**src/core/dac_host_pkg.sv**
```systemverilog
// constants and types shared by the dual converter bus controller
package dac_host_pkg;

	// clock rate and bus timing
	localparam int CLK_MHZ     = 250;
	localparam int T_LOW_NS    = 1300;
	localparam int T_HIGH_NS   = 1200;
	localparam int T_SU_STA_NS = 600;
	localparam int T_HD_STA_NS = 600;
	localparam int T_SU_STO_NS = 600;
	localparam int T_BUF_NS    = 1300;
	localparam int LOW_CYC     = (T_LOW_NS * CLK_MHZ + 999) / 1000;
	localparam int HIGH_CYC    = (T_HIGH_NS * CLK_MHZ + 999) / 1000;
	localparam int SU_STA_CYC  = (T_SU_STA_NS * CLK_MHZ + 999) / 1000;
	localparam int HD_STA_CYC  = (T_HD_STA_NS * CLK_MHZ + 999) / 1000;
	localparam int SU_STO_CYC  = (T_SU_STO_NS * CLK_MHZ + 999) / 1000;
	localparam int BUF_CYC     = (T_BUF_NS * CLK_MHZ + 999) / 1000;
	localparam int LOW_HALF    = LOW_CYC / 2;
	localparam int CNT_W       = 10;

	// register offsets
	localparam logic [7:0] REG_CFG    = 8'h00;
	localparam logic [7:0] REG_CODE   = 8'h04;
	localparam logic [7:0] REG_PD     = 8'h08;
	localparam logic [7:0] REG_GO     = 8'h0C;
	localparam logic [7:0] REG_STATUS = 8'h10;
	localparam logic [7:0] REG_RDATA  = 8'h14;

	// field positions
	localparam int CFG_LSB_BIT     = 0;
	localparam int CFG_VARIANT_BIT = 1;
	localparam int GO_CHAN_BIT     = 2;
	localparam int ST_BUSY_BIT     = 0;
	localparam int ST_NACK_BIT     = 1;
	localparam int ST_DONE_BIT     = 2;
	localparam int CODE_W          = 10;

	// slave addresses and command nibbles
	localparam logic [6:0] BASE_ADDR_LO   = 7'h38;
	localparam logic [6:0] BASE_ADDR_HI   = 7'h58;
	localparam logic [3:0] CMD_UPDATE_ALL = 4'hE;
	localparam logic [3:0] CMD_EXTENDED   = 4'hF;
	localparam logic [3:0] EXT_TAIL       = 4'h0;
	localparam logic [3:0] READ_A_TAIL    = 4'h1;
	localparam logic [3:0] READ_B_TAIL    = 4'h2;

	// operations started through the go register
	localparam logic [1:0] OP_WRITE = 2'h0;
	localparam logic [1:0] OP_POWER = 2'h1;
	localparam logic [1:0] OP_READ  = 2'h2;
	localparam logic [1:0] OP_NONE  = 2'h3;

	typedef enum logic [3:0] {
		ST_IDLE, ST_START_A, ST_START_B, ST_LOW, ST_HIGH,
		ST_GAP, ST_STOP_A, ST_STOP_B, ST_STOP_C
	} state_t;

	typedef struct packed {
		logic [7:0]  addr;
		logic [31:0] wdata;
		logic        wr;
		logic        rd;
	} bus_req_t;

	typedef struct packed {
		logic scl_out;
		logic scl_oe;
		logic sda_out;
		logic sda_oe;
	} pin_out_t;

endpackage

```
**src/core/sync_2ff.sv**
```systemverilog
// two flip-flop synchroniser for pin inputs
`timescale 1ns/1ps
module sync_2ff #(
	parameter int W = 1
) (
	input  wire logic [W-1:0] d,
	input  wire logic         clk,
	input  wire logic         rst,
	output logic      [W-1:0] q
);
	typedef struct packed {
		logic [W-1:0] first;
		logic [W-1:0] second;
	} sync_t;

	sync_t s;
	sync_t next_s;

	// first stage feeds only the second
	always_comb begin
		next_s.first  = d;
		next_s.second = s.first;
	end

	// lines idle high, so reset to ones
	always_ff @(posedge clk) begin
		if (rst) begin
			s <= '1;
		end else begin
			s <= next_s;
		end
	end

	assign q = s.second;
endmodule

```
**src/core/dac_host_ctrl.sv**
```systemverilog
// two-wire bus master that drives the dual converter
`timescale 1ns/1ps
// Overview of operation
// commands choose input-only or input-and-output loading of a code.
// each code is ten bits, straight binary, 0 to 1023.
// after power-on the device outputs are zero and terminated powered down.
// software must send a power-up command before relying on outputs.
// power-down select 00 up, 01 float, 10 1k, 11 100k.
// device keeps register contents through power-down and restores on wake.
// this master alone makes the clock, never above 400 kHz.
// every word is eight bits followed by one acknowledge pulse.
// data changes only while the clock is low.
// start is data falling, stop is data rising, with clock high.
// device ignores the clock after stop or mismatch until next start.
// at least one clock pulse always separates start from stop.
// writes may chain; a read uses a repeated start before its address.
// device acknowledges address and data by pulling data low.
// on read bytes the master drives the acknowledge slot.
// a missing acknowledge ends the transfer and is reported for retry.
// device drops out as soon as an address bit mismatches.
// address is seven bits then direction bit, 0 write, 1 read.
// address top six bits come from the variant, low bit from a pin.
// write bytes carry command, code, and two pad bits sent as zero.
// device updates registers on the clock fall of the last acknowledge.
// an aborted write changes nothing and must be repeated whole.
// read returns two bytes, the master acknowledging the first.
// extended word sets chosen channels to the chosen power-down mode.
// device ignores general call and ten-bit addressing.
// extended command is command all ones with top code bits zero.
// mismatched device leaves data released until next start.
// device filters start and stop detection from data glitches.
module dac_host_ctrl
	import dac_host_pkg::*;
(
	input  wire logic     clk,
	input  wire logic     rst,
	input  wire bus_req_t req,
	input  wire logic     scl_in,
	input  wire logic     sda_in,
	output logic [31:0]   rdata,
	output pin_out_t      pins
);
	typedef struct packed {
		state_t           st;
		logic [CNT_W-1:0] cnt;
		logic [3:0]       bitn;
		logic [1:0]       byten;
		logic [1:0]       nbytes;
		logic [7:0]       shreg;
		logic             seg_rd;
		logic             reading;
		logic [1:0]       op;
		logic             chan;
		logic             addr_lsb;
		logic             variant;
		logic [13:0]      code_reg;
		logic [3:0]       pd_reg;
		logic             nack;
		logic             done;
		logic [15:0]      rd_word;
		logic [31:0]      rdata;
		pin_out_t         pins;
	} ctl_t;

	ctl_t       s;
	ctl_t       n;
	logic [1:0] pin_s;
	logic       scl_s;
	logic       sda_s;
	logic       ack_end;

	// both pins pass two flops before use
	sync_2ff #(.W(2)) u_sync (
		.d   ({scl_in, sda_in}),
		.clk (clk),
		.rst (rst),
		.q   (pin_s)
	);
	assign scl_s = pin_s[1];
	assign sda_s = pin_s[0];

	// byte to send at position idx of the current segment
	function automatic logic [7:0] wr_byte(input ctl_t c,
			input logic [1:0] idx);
		logic [6:0] dev;
		dev = {(c.variant ? BASE_ADDR_HI[6:1] : BASE_ADDR_LO[6:1]),
			c.addr_lsb};
		wr_byte = 8'h00;
		case (idx)
		2'h0: wr_byte = {dev, c.seg_rd};
		2'h1: begin
			case (c.op)
			OP_WRITE: wr_byte = {c.code_reg[13:10], c.code_reg[9:6]};
			OP_POWER: wr_byte = {CMD_EXTENDED, EXT_TAIL};
			default:  wr_byte = {CMD_EXTENDED,
				(c.chan ? READ_B_TAIL : READ_A_TAIL)};
			endcase
		end
		default: begin
			if (c.op == OP_POWER) begin
				wr_byte = {2'h0, c.pd_reg[3:2], c.pd_reg[1:0], 2'h0};
			end else begin
				wr_byte = {c.code_reg[5:0], 2'h0};
			end
		end
		endcase
	endfunction

	// end of a high phase in the acknowledge slot
	assign ack_end = (s.st == ST_HIGH) && (s.bitn == 4'h8) && scl_s
		&& (s.cnt == '0);

	// register access, then the bus sequencer
	always_comb begin
		n = s;
		n.rdata = 32'h0000_0000;
		if (req.wr) begin
			case (req.addr)
			REG_CFG: begin
				n.addr_lsb = req.wdata[CFG_LSB_BIT];
				n.variant  = req.wdata[CFG_VARIANT_BIT];
			end
			REG_CODE: n.code_reg = req.wdata[13:0];
			REG_PD:   n.pd_reg = req.wdata[3:0];
			REG_STATUS: begin
				if (req.wdata[ST_NACK_BIT]) begin
					n.nack = 1'b0;
				end
				if (req.wdata[ST_DONE_BIT]) begin
					n.done = 1'b0;
				end
			end
			default: ;
			endcase
		end
		if (req.rd) begin
			case (req.addr)
			REG_CFG:  n.rdata = {30'h0, s.variant, s.addr_lsb};
			REG_CODE: n.rdata = {18'h0, s.code_reg};
			REG_PD:   n.rdata = {28'h0, s.pd_reg};
			REG_STATUS: begin
				n.rdata[ST_BUSY_BIT] = (s.st != ST_IDLE);
				n.rdata[ST_NACK_BIT] = s.nack;
				n.rdata[ST_DONE_BIT] = s.done;
			end
			REG_RDATA: n.rdata = {16'h0, s.rd_word};
			default:   n.rdata = 32'h0000_0000;
			endcase
		end
		if (s.cnt != '0) begin
			n.cnt = s.cnt - 1'b1;
		end
		case (s.st)
		ST_IDLE: begin
			n.pins.scl_oe = 1'b0;
			n.pins.sda_oe = 1'b0;
			if (req.wr && req.addr == REG_GO
					&& req.wdata[1:0] != OP_NONE) begin
				n.op      = req.wdata[1:0];
				n.chan    = req.wdata[GO_CHAN_BIT];
				n.seg_rd  = 1'b0;
				n.reading = 1'b0;
				n.byten   = 2'h0;
				if (req.wdata[1:0] == OP_READ) begin
					n.nbytes = 2'h2;
				end else if (req.wdata[1:0] == OP_WRITE
						&& s.code_reg[13:10] == CMD_UPDATE_ALL) begin
					n.nbytes = 2'h2;
				end else begin
					n.nbytes = 2'h3;
				end
				n.st  = ST_START_A;
				n.cnt = CNT_W'(SU_STA_CYC - 1);
			end
		end
		ST_START_A: begin
			if (s.cnt == '0 && scl_s) begin
				n.pins.sda_oe = 1'b1;
				n.st  = ST_START_B;
				n.cnt = CNT_W'(HD_STA_CYC - 1);
			end
		end
		ST_START_B: begin
			if (s.cnt == '0) begin
				n.pins.scl_oe = 1'b1;
				n.bitn  = 4'h0;
				n.shreg = wr_byte(s, 2'h0);
				n.st    = ST_LOW;
				n.cnt   = CNT_W'(LOW_CYC - 1);
			end
		end
		ST_LOW: begin
			// data moves only in mid low phase
			if (s.cnt == CNT_W'(LOW_HALF)) begin
				if (s.bitn != 4'h8) begin
					n.pins.sda_oe = !s.reading && !s.shreg[7];
				end else begin
					n.pins.sda_oe = s.reading && (s.byten == 2'h0);
				end
			end
			if (s.cnt == '0) begin
				n.pins.scl_oe = 1'b0;
				n.st  = ST_HIGH;
				n.cnt = CNT_W'(HIGH_CYC - 1);
			end
		end
		ST_HIGH: begin
			if (!scl_s) begin
				n.cnt = s.cnt; // wait for the line to rise
			end else if (s.cnt == '0) begin
				n.pins.scl_oe = 1'b1;
				n.st  = ST_LOW;
				n.cnt = CNT_W'(LOW_CYC - 1);
				n.bitn = 4'h0;
				if (s.bitn != 4'h8) begin
					n.shreg = {s.shreg[6:0], s.reading & sda_s};
					n.bitn  = s.bitn + 4'h1;
				end else if (!s.reading && sda_s) begin
					n.nack = 1'b1;
					n.st   = ST_STOP_A;
				end else if (s.reading) begin
					if (s.byten == 2'h0) begin
						n.rd_word[15:8] = s.shreg;
						n.byten = 2'h1;
					end else begin
						n.rd_word[7:0] = s.shreg;
						n.done = 1'b1;
						n.st   = ST_STOP_A;
					end
				end else if (s.byten + 2'h1 < s.nbytes) begin
					n.byten = s.byten + 2'h1;
					n.shreg = wr_byte(s, s.byten + 2'h1);
				end else if (s.seg_rd) begin
					n.reading = 1'b1;
					n.byten   = 2'h0;
				end else if (s.op == OP_READ) begin
					n.seg_rd = 1'b1;
					n.byten  = 2'h0;
					n.nbytes = 2'h1;
					n.st     = ST_GAP;
				end else begin
					n.done = 1'b1;
					n.st   = ST_STOP_A;
				end
			end
		end
		ST_GAP: begin
			if (s.cnt == CNT_W'(LOW_HALF)) begin
				n.pins.sda_oe = 1'b0;
			end
			if (s.cnt == '0) begin
				n.pins.scl_oe = 1'b0;
				n.st  = ST_START_A;
				n.cnt = CNT_W'(SU_STA_CYC - 1);
			end
		end
		ST_STOP_A: begin
			if (s.cnt == CNT_W'(LOW_HALF)) begin
				n.pins.sda_oe = 1'b1;
			end
			if (s.cnt == '0) begin
				n.pins.scl_oe = 1'b0;
				n.st  = ST_STOP_B;
				n.cnt = CNT_W'(SU_STO_CYC - 1);
			end
		end
		ST_STOP_B: begin
			if (!scl_s) begin
				n.cnt = s.cnt;
			end else if (s.cnt == '0) begin
				n.pins.sda_oe = 1'b0;
				n.st  = ST_STOP_C;
				n.cnt = CNT_W'(BUF_CYC - 1);
			end
		end
		ST_STOP_C: begin
			if (s.cnt == '0) begin
				n.st = ST_IDLE;
			end
		end
		default: begin
			n.st = ST_IDLE;
			n.pins.scl_oe = 1'b0;
			n.pins.sda_oe = 1'b0;
		end
		endcase
		n.pins.scl_out = 1'b0;
		n.pins.sda_out = 1'b0;
	end

	// single state register
	always_ff @(posedge clk) begin
		if (rst) begin
			s <= '0;
		end else begin
			s <= n;
		end
	end

	assign rdata = s.rdata;
	assign pins  = s.pins;

	// run lengths of clock low and released, for checking only
	logic [CNT_W-1:0] low_run;
	logic [CNT_W-1:0] high_run;
	always_ff @(posedge clk) begin
		if (rst) begin
			low_run  <= '0;
			high_run <= '0;
		end else begin
			low_run  <= s.pins.scl_oe && !(&low_run) ? low_run + 1'b1
				: (s.pins.scl_oe ? low_run : '0);
			high_run <= !s.pins.scl_oe && !(&high_run) ? high_run + 1'b1
				: (!s.pins.scl_oe ? high_run : '0);
		end
	end
endmodule

```
**config.mk**
```make
export PLATFORM = sky130hd
export DESIGN_NAME = dac_host_ctrl
export DESIGN_NICKNAME = d
export VERILOG_FILES = /design/src/core/dac_host_pkg.sv /design/src/core/sync_2ff.sv /design/src/core/dac_host_ctrl.sv
export SDC_FILE = /design/constraint.sdc
export NUM_CORES = 1
export LEC_CHECK = 0
export ABC_AREA = 0
export BUFFER_PORTS_ARGS = -buffer_cell sky130_fd_sc_hd__buf_2
export CAP_MARGIN = 20
export CORE_ASPECT_RATIO = 0.75
export CORE_MARGIN = 1.5
export CORE_UTILIZATION = 45
export DETAILED_ROUTE_END_ITERATION = 10
export GPL_TIMING_DRIVEN = 0
export HOLD_SLACK_MARGIN = 0.12
export PLACE_DENSITY = 0.68
export SLEW_MARGIN = 20
export SYNTH_ARGS = -nofsm -noshare
export SYNTH_HDL_FRONTEND = slang
export SYNTH_HIERARCHICAL = 1
export SYNTH_SLANG_ARGS = --single-unit
```
**constraint.sdc**
```tcl
create_clock -name clk -period 2.15 [get_ports clk]
set_input_delay 0.215 -clock clk [delete_from_list [all_inputs] [get_ports clk]]
set_output_delay 0.215 -clock clk [all_outputs]
set_load 0.05 [all_outputs]
```
==> impl_metrics.py, run 1 <==
metrics = {
    "run_status": {
        "outcome": "finished, violations left",
        "violations": "negative setup slack",
    },
    "layout": {
        "antenna_cells": 0,
        "layout.nets": 836,
        "final_cell_mix": "dfxtp_1, nand2_1, a21oi_1",
        "mostFrequentLayoutCell": "dfxtp_1",
        "fin_area_um2": 6674,
        "final_cells": 945,
        "drive_above_1_share_pct": 25.54,
        "areaGrowthSynthToFinish_pct": 26.22,
        "n_fill_cell": 1028,
        "ff_latch_area_um2": 1922,
        "multiInputGateArea_um2": 3163,
    },
    "floorplan": {
        "dieArea_um2": 12420,
        "die_y_um": 96.88,
        "coreArea_um2": 11530,
        "die_w_um": 128.2,
        "row_count": 34,
        "pin_count": 82,
        "start_util_pct": 45.86,
    },
    "timing": {
        "slew_headroom_pct": 46.67,
        "tightest_slew_ns": 0.8000,
        "rsz0062_at_grt": "yes",
        "maxSlewViolCount": 0,
        "hold_violations": 0,
        "min_period_ns": 2.221,
        "max_freq_mhz": 450.3,
        "skew_ns": 0.006116,
        "min_period_over_period_pct": 103.3,
        "finalSetupViolations": 5,
        "setup_ws_ns": -0.07067,
    },
    "worst_setup_path": {
        "crit_type": "register to register",
        "arrival_ns": 2.47,
        "cp-end-kind": "register",
        "crit_path_max_fanout": 9,
        "path_depth": 6,
        "cp_top_family": "simple AND/OR/NAND/NOR gates",
        "required_ns": 2.40,
        "critical-path-slowest-cell": "or3_1",
        "reg2reg_depth": 6,
        "crit_buf_inv": 1,
        "slowest_delay_ns": 0.40,
        "critPathLaunchType": "register",
        "worstPathCellList": "nor2_1, nand2_2, or3_1, clkbuf_1, a41o_1, a221oi_2",
    },
    "yosys": {
        "yosysSeqAreaShare_pct": 35.97,
        "synth_edf_count": 0,
        "synthCells": 679,
        "netlist_area_um2": 5288,
        "synthTopCellsByArea": "dfxtp_1, a21oi_1, nand2_1, buf_4, nor2_1",
        "synthFlopType": "dfxtp_1",
        "yosys.area.top_type_share_pct": 35.97,
        "ys.warnings.count": 6,
        "yosysTopAreaCell": "dfxtp_1",
        "synth_cell_types": 72,
        "ys_ff_latch": 95,
        "synth_area_per_cell_um2": 7.787,
        "async_flop_share_pct": 0,
    },
    "routing": {
        "num_vias": 5482,
        "routed_wl_mm": 16.55,
        "via_per_inst": 5.801,
        "drc_errors": 0,
        "maxUsedRoutingLayer": "met4",
        "wl_met1_mm": 7.622,
        "met2_wirelength_mm": 6.886,
        "wl_met3_mm": 1.846,
        "antenna_left": 0,
        "first_iter_violations": 690,
        "firstDrtPassIters": 7,
        "routedWlPerCell_um": 17.52,
    },
    "power": {
        "max-vdd-ir-drop_mv": 0.3744,
        "power-per-cell-area_nw_per_um2": 799.4,
        "power_mw": 5.335,
        "cellLeakagePower_nw": 2.545,
    },
    "run": {
        "cap_viol_max_count": 0,
    },
    "placed_design": {
        "gp_congestion": 0.9960,
        "placed_area_um2": 5826,
        "hpwl_mm": 11.85,
        "placed_cells": 902,
        "portBuffers": 44,
    },
    "cts": {
        "clock_latency_ns": 0.35,
        "cts_tree": "yes",
        "cts-root-buf": "clkbuf_16",
        "cts_max_level": 3,
        "clk_pin_slew_ns": 0.07,
        "clock-sinks": 95,
        "clockBufferDepth": 2,
        "cts_buffers": 9,
    },
    "grt": {
        "grt_pass1_wl_mm": 25.99,
        "grt_max_degree": 17,
        "antenna_found_initial": 0,
        "grt_use_total_pct": 26.67,
        "grt.overflow.total": 0,
        "grt_pass1_vias": 4929,
    },
    "worst_hold_path": {
        "min_path_type": "input pin to register",
        "hold_depth": 3,
    },
}
-- cells by family after synthesis --
logic type	Yosys count	synth area share, %
AOI/OAI and AO/OA	178	21.39
xor gates and xnor gates	3	0.4970
adders and majority gates	11	2.603
buffers and inverters	97	10.03
DFF	95	35.97
muxes	13	2.532
other	1	0.07092
and+or+nand+nor	281	26.91
-- per-layer routing --
| layer | vias up | global-route usage (%) |
|---|---|---|
| li1 | 2579 | - |
| met1 | 2604 | 40.26 |
| met2 | 278 | 37.63 |
| met3 | 21 | 7.024 |
| met4 | 0 | 5.877 |
| met5 | - | 0 |
-- path summary, 6_finish.rpt --
path,from,to,slack [ns]
hold / removal,req[11],s[67]$_SDFFE_PP0P_,0.12
setup / recovery,s[106]$_SDFFE_PP0P_,s[99]$_SDFFE_PP0P_,-0.07
setup reg to reg,s[106]$_SDFFE_PP0P_,s[99]$_SDFFE_PP0P_,-0.07
hold reg to reg,u_sync/next_s[0]$_SDFF_PP1_,u_sync/q[0]$_SDFF_PP1_,0.41
-- layout make-up --
cell class	count	area share, %
Buffer	79	7.443
Clock buffer	9	3.375
Clock inverter	6	1.725
Inverter	13	0.8061
Multi-Input combinational cell	504	47.39
Sequential cell	95	28.80
Tap cell	162	3.037
Timing Repair Buffer	77	7.424
-- synthesized netlist by cell type, types with 9 or more instances --
library cell	count
nor2_1	62
nand3_1	44
nor3_1	12
mux2i_1	10
or3_1	10
clkbuf_1	39
nand2b_1	11
nand2_1	83
buf_4	36
nor2b_1	9
a21oi_1	76
o21ai_0	25
dfxtp_1	95
inv_1	12
ha_1	11
a22oi_1	17
-- per-stage QoR --
step | setup WS [ns] | hold WS [ns] | setup TNS [ns] | util, %
after global routing | -0.1084 | 0.1260 | -0.7302 | 57.89
after detailed placement | -0.5251 | 0.3907 | -12.99 | 50.53
final | -0.07067 | 0.1212 | -0.1508 | 57.89
after global placement | -0.5482 | 0.3857 | -12.00 | 50.53
after CTS | -0.04533 | 0.1201 | -0.05029 | 55.96
after floorplan | 0.0009908 | 0.3121 | 0 | -
-- sequential cells by signal, indices dropped and copies added (netlist names) --
signal	count
u_sync/next_s	2
rdata	16
pins	2
s	73
u_sync/q	2
-- where the power goes --
part	total, mW	internal [mW]	switching [mW]
clock	1.87	1.14	0.727
sequential	1.98	1.85	0.128
combinational	1.49	0.682	0.807
total	5.34	3.67	1.66
-- tightest hold or removal path, stage by stage --
cell     delay [ns]
buf_2          0.09
nand3_1        0.05
a21oi_1        0.05
-- timing repair --
item                                    4_1_cts  5_1_grt
hold endpoints to repair                      4        1
endpoints found under the setup margin       45       50
pin swaps                                    17       18
buffers inserted                             14       13
hold buffers                                  5        1
resized for setup                            41       34
Note: power is estimated with default switching activity, not from simulation.
==> inputs of run 2 (changes only) <==
--- a/config.mk
+++ b/config.mk
@@ -8,7 +8,6 @@
 export ABC_AREA = 0
 export BUFFER_PORTS_ARGS = -buffer_cell sky130_fd_sc_hd__buf_2
 export CAP_MARGIN = 20
-export CORE_ASPECT_RATIO = 0.75
 export CORE_MARGIN = 1.5
 export CORE_UTILIZATION = 45
 export DETAILED_ROUTE_END_ITERATION = 10
==> impl_metrics.py, run 2 (synthesis gave the netlist of run 1 again) <==
metrics = {
    "power": {
        "p_clk_share_pct": 29.9,
        "power-per-cell-area_nw_per_um2": 757.4,
        "pwr-share-comb_pct": 30.2,
        "max-vdd-ir-drop_mv": 0.4719,
        "cellLeakagePower_nw": 2.507,
        "p_int_mw": 3.365,
        "power_mw": 4.987,
        "sw_frac_of_total_pct": 32.51,
        "p_sw_mw": 1.621,
        "p_seq_share_pct": 39.8,
    },
    "placed_design": {
        "placed_area_um2": 5802,
        "dpl_worst_slack_ns": -0.4461,
        "portBuffers": 44,
        "placed_cells": 883,
        "gp_congestion": 0.9540,
        "hpwl_mm": 11.94,
    },
    "layout": {
        "drive_above_1_share_pct": 25.48,
        "final_util_pct": 57.66,
        "largest_register": "s",
        "largest_register_ff_count": 73,
        "mostFrequentLayoutCell": "dfxtp_1",
        "fin_area_um2": 6584,
        "final_cell_mix": "dfxtp_1, nand2_1, a21oi_1",
        "final_cells": 924,
        "areaGrowthSynthToFinish_pct": 24.51,
        "antenna_cells": 0,
        "layout.nets": 835,
    },
    "timing": {
        "fin_hold_ws_ns": 0.1250,
        "slew_headroom_pct": 45.20,
        "finalSetupViolations": 3,
        "max_freq_mhz": 455.9,
        "min_period_ns": 2.193,
        "fin_setup_tns_ns": -0.04591,
        "skew_ns": 0.005250,
        "min_period_over_period_pct": 102.0,
        "rsz0062_at_grt": "yes",
        "setup_ws_ns": -0.04330,
        "maxSlewViolCount": 0,
        "tightest_slew_ns": 0.8220,
        "hold_violations": 0,
    },
    "worst_setup_path": {
        "slowest_delay_ns": 0.45,
        "required_ns": 2.42,
        "crit_path_max_fanout": 4,
        "cp_top_family": "simple AND/OR/NAND/NOR gates",
        "crit_top_cell": "ha_4",
        "worstPathCellList": "inv_2, ha_4, ha_4, and3b_2, o41ai_4, nor3_2, o22ai_2, or4_4, a21oi_2",
        "arrival_ns": 2.47,
        "crit_type": "register to register",
        "critical-path-slowest-cell": "or4_4",
        "critPathLaunchType": "register",
        "cp-end-kind": "register",
        "crit_buf_inv": 1,
    },
    "floorplan": {
        "dieArea_um2": 12410,
        "pin_count": 82,
        "coreArea_um2": 11420,
        "die_y_um": 111.4,
        "die_w_um": 111.4,
        "start_util_pct": 46.31,
        "row_count": 39,
    },
    "cts": {
        "clock-sinks": 95,
        "cts_buffers": 9,
        "clock_latency_ns": 0.35,
        "clockBufferDepth": 2,
        "cts_max_level": 3,
        "cts_tree": "yes",
        "clk_pin_slew_ns": 0.06,
        "cts-root-buf": "clkbuf_16",
    },
    "grt": {
        "grt.overflow.total": 0,
        "grt_pass1_wl_mm": 27.08,
        "grt_max_degree": 15,
        "antenna_found_initial": 0,
        "grt_pass1_vias": 5084,
        "grt_use_total_pct": 27.54,
    },
    "routing": {
        "first_iter_violations": 610,
        "num_vias": 5519,
        "routed_wl_mm": 17.01,
        "routedWlPerCell_um": 18.41,
        "drc_errors": 0,
        "firstDrtPassIters": 7,
        "antenna_left": 0,
        "via_per_inst": 5.973,
    },
    "run_status": {
        "outcome": "finished, violations left",
        "violations": "negative setup slack",
    },
    "worst_hold_path": {
        "min_path_type": "input pin to register",
    },
    "run": {
        "cap_viol_max_count": 0,
    },
}
## run 2: cell count changes in the layout (fill, tap and decap cells not counted), moves of 2 or more
cell,before,now
buf_4,64,59
nand2_2,5,3
dlygate4sd3_1,6,10
dfxtp_4,3,5
clkbuf_1,30,28
nand2_1,78,81
nor2_2,4,6
buf_6,1,3
bufinv_16,3,0
## run 2: power by group through the flow
stage               Clock [mW]  Combinational, mW  Sequential [mW]
floorplan                    0              0.902             1.96
global placement             0               1.13             1.98
detailed placement           0               1.14             1.98
CTS                       1.51               1.40             1.97
global route              1.59               1.62             2.00
finish                    1.49               1.51             1.99
## run 2: repair_timing
action	in CTS	in global routing
setup buffers	15	8
hold endpoints to repair	9	0
resized for setup	38	48
endpoints found under the setup margin	43	47
pin swaps	15	17
hold buffers	10	0
## run 2: final cells by class
type	count	area [um^2]
Buffer	78	498.0
Clock buffer	11	242.7
Clock inverter	3	21.27
Fill cell	1079	4835
Inverter	13	56.30
Multi-Input combinational cell	504	3158
Sequential cell	95	1928
Tap cell	143	178.9
Timing Repair Buffer	77	500.5
## run 2: tightest hold or removal path: cells and delay by family
kind                   cells  cell delay [ns]
buffers and inverters      1             0.09
and+or+nand+nor            1             0.06
AOI/OAI and AO/OA          1             0.06
## run 2: path summary, 6_finish.rpt
kind,end,start,slack [ns],cells past startpoint
setup / recovery,s[90]$_SDFFE_PP0P_,s[90]$_SDFFE_PP0P_,-0.04,9
hold / removal,s[62]$_SDFFE_PP0P_,req[6],0.12,3
setup reg to reg,s[90]$_SDFFE_PP0P_,s[90]$_SDFFE_PP0P_,-0.04,9
hold reg to reg,u_sync/q[0]$_SDFF_PP1_,u_sync/next_s[0]$_SDFF_PP1_,0.41,1
## run 2: routing by layer
layer	GRT usage (%)	up-vias	routed length (um)
met4	8.945	0	366
met1	37.53	2600	7259
met5	0	-	0
met3	7.240	42	1703
met2	42.66	309	7678
li1	-	2568	-
==> inputs of run 3 (changes only) <==
--- a/config.mk
+++ b/config.mk
@@ -8,7 +8,7 @@
 export ABC_AREA = 0
 export BUFFER_PORTS_ARGS = -buffer_cell sky130_fd_sc_hd__buf_2
 export CAP_MARGIN = 20
-export CORE_MARGIN = 1.5
+export CORE_MARGIN = 2
 export CORE_UTILIZATION = 45
 export DETAILED_ROUTE_END_ITERATION = 10
 export GPL_TIMING_DRIVEN = 0
==> impl_metrics.py, run 3 (synthesis gave the netlist of run 1 again) <==
metrics = {
    "layout": {
        "final_cell_mix": "dfxtp_1, nand2_1, a21oi_1",
        "mostFrequentLayoutCell": "dfxtp_1",
        "layout.nets": 836,
        "n_fill_cell": 1048,
        "antenna_cells": 0,
        "drive_above_1_share_pct": 25.89,
        "largest_register_ff_count": 73,
        "final_util_pct": 57.94,
        "areaGrowthSynthToFinish_pct": 25.65,
        "largest_register": "s",
    },
    "run_status": {
        "violations": "negative setup slack",
        "outcome": "finished, violations left",
    },
    "floorplan": {
        "row_count": 39,
        "dieArea_um2": 12630,
        "die_y_um": 112.4,
        "die_w_um": 112.4,
        "coreArea_um2": 11470,
        "start_util_pct": 46.11,
        "pin_count": 82,
    },
    "worst_setup_path": {
        "crit_path_max_fanout": 3,
        "critPathLaunchType": "register",
        "worstPathCellList": "inv_4, ha_4, ha_4, and3b_2, o41ai_4, o21ai_1, a311o_1, mux2i_1, nor2_1",
        "arrival_ns": 2.46,
        "critical-path-slowest-cell": "o41ai_4",
        "slowest_delay_ns": 0.38,
        "reg2reg_depth": 9,
        "required_ns": 2.38,
        "crit_top_cell": "ha_4",
        "cp-end-kind": "register",
        "crit_type": "register to register",
    },
    "placed_design": {
        "dpl_worst_slack_ns": -0.3059,
        "hpwl_mm": 11.82,
        "portBuffers": 44,
        "gp_congestion": 0.9282,
    },
    "power": {
        "max-vdd-ir-drop_mv": 0.5268,
        "p_int_mw": 3.517,
        "p_sw_mw": 1.671,
        "pwr-share-comb_pct": 29.3,
        "p_clk_share_pct": 32.8,
        "power_mw": 5.189,
        "power-per-cell-area_nw_per_um2": 781.0,
        "sw_frac_of_total_pct": 32.21,
        "cellLeakagePower_nw": 2.548,
        "p_seq_share_pct": 37.9,
    },
    "timing": {
        "fin_setup_tns_ns": -0.1383,
        "min_period_ns": 2.230,
        "min_period_over_period_pct": 103.7,
        "finalSetupViolations": 3,
        "skew_ns": 0.01182,
        "hold_violations": 0,
        "fin_hold_ws_ns": 0.1212,
        "tightest_slew_ns": 0.7174,
        "maxSlewViolCount": 0,
        "setup_ws_ns": -0.08004,
        "max_freq_mhz": 448.4,
        "rsz0062_at_grt": "yes",
        "slew_headroom_pct": 52.17,
    },
    "routing": {
        "via_per_inst": 5.926,
        "antenna_left": 0,
        "drc_errors": 0,
        "num_vias": 5493,
        "routedWlPerCell_um": 18.02,
        "firstDrtPassIters": 6,
        "routed_wl_mm": 16.70,
        "first_iter_violations": 640,
    },
    "grt": {
        "grt_max_degree": 17,
        "antenna_found_initial": 0,
        "grt_pass1_wl_mm": 26.13,
        "grt_use_total_pct": 26.08,
        "grt.overflow.total": 0,
        "grt_pass1_vias": 4991,
    },
    "cts": {
        "cts-root-buf": "clkbuf_16",
        "clock_latency_ns": 0.36,
        "cts_max_level": 3,
        "clock-sinks": 95,
        "clockBufferDepth": 2,
        "cts_tree": "yes",
        "cts_buffers": 9,
        "clk_pin_slew_ns": 0.07,
    },
    "run": {
        "cap_viol_max_count": 0,
    },
    "worst_hold_path": {
        "hold_depth": 3,
        "min_path_type": "input pin to register",
    },
}
-- run 3: final timing paths --
check | startpoint | to | slack [ns]
max reg2reg | s[89]$_SDFFE_PP0P_ | s[105]$_SDFFE_PP0P_ | -0.08
max | s[89]$_SDFFE_PP0P_ | s[105]$_SDFFE_PP0P_ | -0.08
min reg2reg | u_sync/next_s[0]$_SDFF_PP1_ | u_sync/q[0]$_SDFF_PP1_ | 0.41
min | req[9] | s[65]$_SDFFE_PP0P_ | 0.12
-- run 3: metrics by stage --
| stage | cells | area, um^2 |
|---|---|---|
| floorplan | 696 | 5403 |
| global placement | 883 | 5802 |
| detailed placement | 883 | 5808 |
| CTS | 915 | 6399 |
| global route | 927 | 6644 |
| finish | 927 | 6644 |
-- run 3: final cells by class --
class                      instances  area [um^2]  share of cell area [%]
tap                              143        178.9                   2.693
multi-input combinational        504         3176                   47.80
clock buffer                      11        242.7                   3.653
clock inverter                     5        63.81                  0.9605
buffer                            78        495.5                   7.458
inverter                          13        56.30                  0.8475
timing repair buffer              78        510.5                   7.684
sequential                        95         1921                   28.91
-- run 3: metal layers --
layer,vias up,routed length (um),global-route usage (%)
met5,-,0,0
li1,2587,-,-
met1,2575,7240,37.40
met2,295,7541,40.76
met4,0,378,7.480
met3,36,1540,4.212
-- run 3: power groups by stage --
| stage | Clock (mW) | Sequential, mW | Combinational [mW] |
|---|---|---|---|
| floorplan | 0 | 1.96 | 0.902 |
| detailed placement | 0 | 1.98 | 1.14 |
| finish | 1.70 | 1.97 | 1.52 |
| global route | 1.78 | 1.98 | 1.62 |
| CTS | 1.70 | 1.96 | 1.27 |
| global placement | 0 | 1.98 | 1.13 |
-- run 3: worst max-delay path: cells and delay by family (launching register included) --
family	cells	cell delay, ns
compound gates	3	0.77
fa+ha+maj	2	0.42
buf+inv	1	0.04
flops	1	0.37
mux	1	0.17
simple gates	2	0.31
-- run 3: what timing repair did --
action / 4_1_cts / 5_1_grt
gates resized for setup: 35 / 47
gates cloned: 0 / 0
endpoints found under the setup margin: 42 / 49
endpoints found under the hold margin: 10 / 0
hold buffers: 11 / 0
buffers inserted: 8 / 15
pin swaps: 12 / 18
